### src/hw/ct_pkg.sv
// constants shared by the clock timer files
package ct_pkg;

  // ************************************************************
  // clock and divider
  // ************************************************************
  localparam int CT_CLK_HZ = 100_000_000;
  localparam int CT_OSC_HZ = 32768;
  localparam int CT_TICK_HZ = 256;
  localparam int CT_PRESCALE = CT_OSC_HZ / CT_TICK_HZ;
  localparam int CT_PRE_W = 7;
  localparam logic [CT_PRE_W-1:0] CT_PRE_LAST = CT_PRE_W'(CT_PRESCALE - 1);
  localparam int CT_CNT_W = 8;
  localparam logic [CT_CNT_W-1:0] CT_CNT_RST = 8'h00;

  // ************************************************************
  // interrupt taps, flag positions and vectors
  // ************************************************************
  localparam int CT_NFLAG = 4;
  localparam int CT_TAP32 = 2;
  localparam int CT_TAP8 = 4;
  localparam int CT_TAP2 = 6;
  localparam int CT_TAP1 = 7;
  localparam int CT_F32 = 0;
  localparam int CT_F8 = 1;
  localparam int CT_F2 = 2;
  localparam int CT_F1 = 3;
  localparam logic [23:0] CT_VEC_32 = 24'h00001c;
  localparam logic [23:0] CT_VEC_8 = 24'h00001e;
  localparam logic [23:0] CT_VEC_2 = 24'h000020;
  localparam logic [23:0] CT_VEC_1 = 24'h000022;
  localparam logic [23:0] CT_VEC_NONE = 24'h000000;

  // ************************************************************
  // register map
  // ************************************************************
  localparam logic [7:0] CT_OFS_COUNT = 8'h00;
  localparam logic [7:0] CT_OFS_FLAG = 8'h04;
  localparam logic [7:0] CT_OFS_ENABLE = 8'h08;
  localparam logic [7:0] CT_OFS_PRIO = 8'h0c;
  localparam logic [3:0] CT_FLAG_RST = 4'h0;
  localparam logic [3:0] CT_ENABLE_RST = 4'h0;
  localparam logic [1:0] CT_PRIO_RST = 2'h0;

  typedef enum logic [1:0] {
    CT_BUS_IDLE = 2'b01,
    CT_BUS_ACK = 2'b10
  } ct_bus_e;

endpackage

### src/hw/ct_clock_timer.sv
// clock timer: 8-bit tick counter, tap interrupts, wishbone registers
//
// Operation
// - 8-bit up-counter clocked by 256 Hz tick divided from low-frequency clock
// - software reads every counter bit, taps 128 Hz down to 1 Hz
// - falling edges of 32, 8, 2, 1 Hz taps set separate flags
// - one enable per flag; cleared enable blocks that flag's request
// - two-bit priority field, level 0 to 3, requests shown at that level
// - vector 00001CH for 32 Hz, 00001EH for 8 Hz
// - vector 000020H for 2 Hz, 000022H for 1 Hz
module ct_clock_timer
  import ct_pkg::*;
(
  input wire logic clk_i,
  input wire logic rst_i,
  input wire logic low_freq_clock_i,
  input wire logic wb_cyc_i,
  input wire logic wb_stb_i,
  input wire logic wb_we_i,
  input wire logic [7:0] wb_adr_i,
  input wire logic [3:0] wb_sel_i,
  input wire logic [31:0] wb_dat_i,
  output logic [31:0] wb_dat_o,
  output logic wb_ack_o,
  output logic irq_o,
  output logic [1:0] irq_level_o,
  output logic [23:0] irq_vector_o
);

  // counter bit that feeds each flag
  function automatic int ct_tap_pos(input int idx);
    case (idx)
      CT_F32: ct_tap_pos = CT_TAP32;
      CT_F8: ct_tap_pos = CT_TAP8;
      CT_F2: ct_tap_pos = CT_TAP2;
      default: ct_tap_pos = CT_TAP1;
    endcase
  endfunction

  // ************************************************************
  // oscillator input synchroniser
  // ************************************************************
  logic osc_s1;
  logic osc_s2;
  logic osc_s3;
  logic osc_level;
  logic osc_rise;
  logic tick256;

  // a change counts only once stages two and three agree
  always_ff @(posedge clk_i)
  begin
    if (rst_i)
    begin
      osc_s1 <= 1'b0;
      osc_s2 <= 1'b0;
      osc_s3 <= 1'b0;
      osc_level <= 1'b0;
    end
    else
    begin
      osc_s1 <= low_freq_clock_i;
      osc_s2 <= osc_s1;
      osc_s3 <= osc_s2;
      if (osc_s2 == osc_s3)
      begin
        osc_level <= osc_s3;
      end
    end
  end

  assign osc_rise = (osc_s2 == osc_s3) && osc_s3 && !osc_level;

  ct_prescaler u_prescaler (
    .clk_i(clk_i),
    .rst_i(rst_i),
    .step_i(osc_rise),
    .tick_o(tick256)
  );

  // ************************************************************
  // tick counter
  // ************************************************************
  logic [CT_CNT_W-1:0] count;
  logic [CT_CNT_W-1:0] count_prev;

  always_ff @(posedge clk_i)
  begin
    if (rst_i)
    begin
      count <= CT_CNT_RST;
    end
    else if (tick256)
    begin
      count <= count + 8'h01;
    end
  end

  always_ff @(posedge clk_i)
  begin
    if (rst_i)
    begin
      count_prev <= CT_CNT_RST;
    end
    else
    begin
      count_prev <= count;
    end
  end

  // ************************************************************
  // wishbone slave
  // ************************************************************
  ct_bus_e bus_state;
  logic wr_en;
  logic wr_flag;
  logic wr_enable;
  logic wr_prio;
  logic [31:0] next_rdata;
  logic [CT_NFLAG-1:0] flag;
  logic [CT_NFLAG-1:0] enable;
  logic [1:0] prio;

  // one wait state; writes land on the acknowledged edge
  assign wb_ack_o = (bus_state == CT_BUS_ACK);
  assign wr_en = wb_cyc_i && wb_stb_i && wb_we_i && wb_ack_o && wb_sel_i[0];
  assign wr_flag = wr_en && (wb_adr_i == CT_OFS_FLAG);
  assign wr_enable = wr_en && (wb_adr_i == CT_OFS_ENABLE);
  assign wr_prio = wr_en && (wb_adr_i == CT_OFS_PRIO);

  always_ff @(posedge clk_i)
  begin
    if (rst_i)
    begin
      bus_state <= CT_BUS_IDLE;
    end
    else
    begin
      case (bus_state)
        CT_BUS_IDLE:
        begin
          if (wb_cyc_i && wb_stb_i)
          begin
            bus_state <= CT_BUS_ACK;
          end
        end
        CT_BUS_ACK: bus_state <= CT_BUS_IDLE;
        default: bus_state <= CT_BUS_IDLE;
      endcase
    end
  end

  // unmapped offsets read as zero and ignore writes
  always_comb
  begin
    next_rdata = 32'h0000_0000;
    case (wb_adr_i)
      CT_OFS_COUNT: next_rdata = {24'h00_0000, count};
      CT_OFS_FLAG: next_rdata = {28'h000_0000, flag};
      CT_OFS_ENABLE: next_rdata = {28'h000_0000, enable};
      CT_OFS_PRIO: next_rdata = {30'h0000_0000, prio};
      default: next_rdata = 32'h0000_0000;
    endcase
  end

  always_ff @(posedge clk_i)
  begin
    if (rst_i)
    begin
      wb_dat_o <= 32'h0000_0000;
    end
    else if (bus_state == CT_BUS_IDLE && wb_cyc_i && wb_stb_i && !wb_we_i)
    begin
      wb_dat_o <= next_rdata;
    end
  end

  always_ff @(posedge clk_i)
  begin
    if (rst_i)
    begin
      enable <= CT_ENABLE_RST;
    end
    else if (wr_enable)
    begin
      enable <= wb_dat_i[CT_NFLAG-1:0];
    end
  end

  always_ff @(posedge clk_i)
  begin
    if (rst_i)
    begin
      prio <= CT_PRIO_RST;
    end
    else if (wr_prio)
    begin
      prio <= wb_dat_i[1:0];
    end
  end

  // ************************************************************
  // tap flags
  // ************************************************************
  logic [CT_NFLAG-1:0] tap_fall;

  // a falling tap beats a same-cycle clear so no tick is lost
  for (genvar g = 0; g < CT_NFLAG; g++)
  begin : g_flag
    assign tap_fall[g] = count_prev[ct_tap_pos(g)] && !count[ct_tap_pos(g)];

    always_ff @(posedge clk_i)
    begin
      if (rst_i)
      begin
        flag[g] <= CT_FLAG_RST[g];
      end
      else if (tap_fall[g])
      begin
        flag[g] <= 1'b1;
      end
      else if (wr_flag && wb_dat_i[g])
      begin
        flag[g] <= 1'b0;
      end
    end
  end

  // ************************************************************
  // interrupt request
  // ************************************************************
  logic [CT_NFLAG-1:0] pending;
  logic [23:0] next_vector;

  assign pending = flag & enable;

  // lowest vector wins when several taps are pending
  always_comb
  begin
    next_vector = CT_VEC_NONE;
    if (pending[CT_F32])
    begin
      next_vector = CT_VEC_32;
    end
    else if (pending[CT_F8])
    begin
      next_vector = CT_VEC_8;
    end
    else if (pending[CT_F2])
    begin
      next_vector = CT_VEC_2;
    end
    else if (pending[CT_F1])
    begin
      next_vector = CT_VEC_1;
    end
  end

  always_ff @(posedge clk_i)
  begin
    if (rst_i)
    begin
      irq_o <= 1'b0;
      irq_level_o <= 2'h0;
      irq_vector_o <= CT_VEC_NONE;
    end
    else
    begin
      irq_o <= |pending;
      irq_level_o <= (|pending) ? prio : 2'h0;
      irq_vector_o <= next_vector;
    end
  end
endmodule // ct_clock_timer

### src/hw/ct_prescaler.sv
// divides oscillator edges down to the 256 Hz counter tick
module ct_prescaler
  import ct_pkg::*;
(
  input wire logic clk_i,
  input wire logic rst_i,
  input wire logic step_i,
  output logic tick_o
);

  logic [CT_PRE_W-1:0] div;

  always_ff @(posedge clk_i)
  begin
    if (rst_i)
    begin
      div <= '0;
      tick_o <= 1'b0;
    end
    else if (step_i)
    begin
      if (div == CT_PRE_LAST)
      begin
        div <= '0;
        tick_o <= 1'b1;
      end
      else
      begin
        div <= div + 7'h01;
        tick_o <= 1'b0;
      end
    end
    else
    begin
      tick_o <= 1'b0;
    end
  end
endmodule // ct_prescaler

### config.mk
export PLATFORM = sky130hd
export DESIGN_NAME = ct_clock_timer
export DESIGN_NICKNAME = d
export VERILOG_FILES = /design/src/hw/ct_pkg.sv /design/src/hw/ct_clock_timer.sv /design/src/hw/ct_prescaler.sv
export SDC_FILE = /design/constraint.sdc
export NUM_CORES = 1
export LEC_CHECK = 0
export ABC_AREA = 1
export BUFFER_PORTS_ARGS = -buffer_cell sky130_fd_sc_hd__clkbuf_2
export CAP_MARGIN = 15
export CELL_PAD_IN_SITES_DETAIL_PLACEMENT = 0
export CELL_PAD_IN_SITES_GLOBAL_PLACEMENT = 1
export CORE_MARGIN = 8
export CORE_UTILIZATION = 32
export CTS_CLUSTER_DIAMETER = 200
export DETAILED_ROUTE_END_ITERATION = 6
export GPL_ROUTABILITY_DRIVEN = 0
export GPL_TIMING_DRIVEN = 0
export PLACE_DENSITY = 0.77
export SYNTH_ARGS = -nofsm -noshare
export SYNTH_HDL_FRONTEND = slang
export SYNTH_HIERARCHICAL = 1
export SYNTH_SLANG_ARGS = --single-unit
### constraint.sdc
create_clock -name clk_i -period 1.7 [get_ports clk_i]
set_clock_uncertainty 0.2 [all_clocks]
set_input_delay 0.34 -clock clk_i [delete_from_list [all_inputs] [get_ports clk_i]]
set_output_delay 0.34 -clock clk_i [all_outputs]
set_load 0.02 [all_outputs]
==> results_dict.tcl <==
set metrics [dict create \
    die_w_um 104 \
    r2r-start "osc_s2" \
    synth_mux_area_frac 0.00408 \
    cts_tree "yes" \
    final.setup.tns_ns 0 \
    totalPowerFinal_mw 2.26 \
    die_y_um 104 \
    synth_xor_area_frac 0.00714 \
    hold_class "in2reg" \
    synth_area_mm2 0.00245 \
    grt_start_max_net_pins 16 \
    synth_compound_area_frac 0.104 \
    critical_path_required_ns 1.16 \
    ys_seq_elements 50 \
    drive_above_1_share 0.299 \
    internal_power_mw 1.71 \
    drc_errors 0 \
    worst_hold_slack_ns 0.0196 \
    vias 2045 \
    hp-start "low_freq_clock_i" \
    ios 110 \
    multi_input_area_mm2 0.00111 \
    switching_share 0.243 \
    num_rows 32 \
    area_growth_pct 23.5 \
    ir_drop_v 0.000361 \
    rsz0062_at_grt "no" \
    grt_pass1_wl_um 8820 \
    hold_viol 0 \
    critical_path.max_fanout 3 \
    slew-limit-headroom 0.655 \
    worst_pin_slew_ns 0.518 \
    critPathMaxStageDelay_ns 0.32 \
    viasPerCell 4.03 \
    critPathKind "reg2out" \
    track_usage 0.0979 \
    synth_simple_gate_area_frac 0.254 \
    yosysMostFrequentCell "nand2_1" \
    cts_buffers 5 \
    synth_flop_cell "dfxtp_1" \
    setup_viol 0 \
    status "complete, no violations" \
    yosys.area.top_type_share 0.408 \
    clk_path_buf_depth 2 \
    yosys_warnings 6 \
    clock_latency_ns 0.30 \
    synth_edf_count 0 \
    synthDistinctLibCells 35 \
    wl_um 5120 \
    antenna_found_initial 0 \
    pwr-share-clk 0.365 \
    comb_power_share 0.114 \
    overflow 0 \
    synthAdderAreaFrac 0.0153 \
    critPathSlowestCell "dfxtp_1" \
    syn_avg_cell_area_um2 7.66 \
    ant_nets 0 \
    cp.arrival_ns 0.98 \
    pwr-share-seq 0.521 \
    p_sw_mw 0.550 \
    drv_cap 0 \
    synth_top_family_by_area "simple AND/OR/NAND/NOR gates" \
    hpwl_um 4140 \
    ys_seq_area_frac 0.408 \
    synth_top_area_cell "dfxtp_1" \
    ys_top_cells_by_count "55 x nand2_1, 50 x dfxtp_1, 45 x buf_4, 33 x inv_1, 29 x nor2_1" \
    cp-end-kind "output port" \
    diodes 0 \
    syn_inst 320 \
    fin_crit_ns 1.52 \
    hold_buffers 0 \
    first_pass_iters 4 \
    p_leak_nw 1.41 \
    clkSlewWorstSetupHoldPaths_ns 0.09 \
    fmax_mhz 657 \
    wl_per_cell_um 10.1 \
    clock-sinks 50 \
    n_fill_cell 828 \
    synthTopCellsByArea "dfxtp_1 41%, buf_4 14%, nand2_1 8.4%" \
    cts_htree_levels 2 \
    crit_start "bus_state[1]" \
    critPathLaunchType "register" \
    grt_pass1_vias 1939 \
    maxSlewViolCount 0 \
    core_mm2 0.00757 \
    post-route-period-util 0.895 \
    drt_iter0_drc 50 \
    synthArstFlopShare 0 \
    fin_nets 457 \
    die_area_mm2 0.0107 \
    ctsRootBufferMaster "clkbuf_8" \
    path_cells "inv_1 -> nor2_2 -> clkbuf_2" \
    initial_core_util 0.324 \
    seqCellArea_mm2 0.00100 \
    power_density_mw_per_mm2 747 \
    io_buffer_count 35 \
]
==> routing by layer <==
metal	track usage	vias up	wire, um
met1	0.111	888	2280
met2	0.166	57	2400
met5	0	-	0
li1	-	1093	-
met3	0.0304	7	370
met4	0.0409	0	72
==> metrics by stage <==
| stage | worst slack [ns] | area (um^2) | cells | util |
|---|---|---|---|---|
| finish | 0.178 | 3030 | 507 | 0.400 |
| detailed placement | 0.0108 | 2910 | 499 | 0.385 |
| floorplan | 0.280 | 2610 | 362 | - |
| CTS | 0.154 | 3020 | 507 | 0.399 |
| global route | 0.00793 | 3030 | 507 | 0.400 |
| global placement | 0.0215 | 2910 | 499 | 0.385 |
==> layout by cell type, fill, tap and decap left out, drive strengths merged, types with 3 or more instances in the layout <==
cell,count
nor2,40
clkbuf,43
buf,47
ha,3
dfxtp,50
inv,36
nand3,18
o21ai,19
a21oi,26
nand2,63
conb,43
nor3,5
==> timing repair <==
| item | CTS | global route |
|---|---|---|
| setup endpoints to repair | 0 | 1 |
| resized for setup | 0 | 3 |
| buffers inserted | 0 | 0 |
==> path summary, 6_finish.rpt <==
| check | end | slack (ns) | depth (start not counted) |
|---|---|---|---|
| hold reg to reg | osc_s2 | 0.21 | 2 |
| hold / removal | osc_s1 | 0.02 | 3 |
| setup reg to reg | u_prescaler/div[3] | 0.20 | 9 |
| setup / recovery | wb_ack_o | 0.18 | 3 |
==> cell families after synthesis <==
| family | after synthesis |
|---|---|
| adder cells (fa/ha/maj) | 3 |
| other | 1 |
| buffers and inverters | 86 |
| AND/OR/NAND/NOR | 129 |
| XOR/XNOR | 2 |
| flip-flops | 50 |
| AO/OA/AOI/OAI | 48 |
| multiplexers | 1 |
==> registers in the layout, summed over array words and instances, names as in the netlist, 2 cells and up <==
register         count
flag                 4
bus_state            2
u_prescaler/div      7
irq_level_o          2
enable               4
prio                 2
count_prev           4
count                8
wb_dat_o             8
irq_vector_o         3
==> layout make-up <==
cell class              instances  share of cell area
clock inverters                 2              0.0124
well taps                     102              0.0421
repair buffers                 35              0.0579
plain buffers                  49               0.119
clock buffers                   6              0.0240
multi-input cells             226               0.366
inverters                      37              0.0471
flip-flops and latches         50               0.331
==> worst max-delay path, delay by kind of cell, from the launching register on <==
family | cells | cell delay [ns]
flip-flops | 1 | 0.32
buffers and inverters | 2 | 0.25
AND/OR/NAND/NOR | 1 | 0.12
==> power groups by stage <==
stage               Clock (mW)  Sequential, mW  Combinational [mW]
floorplan                    0            1.21               0.210
finish                   0.827            1.18               0.257
global placement             0            1.21               0.253
detailed placement           0            1.21               0.253
CTS                      0.851            1.18               0.254
global route             0.907            1.18               0.282
No activity file was read; power rests on OpenSTA's default activity.
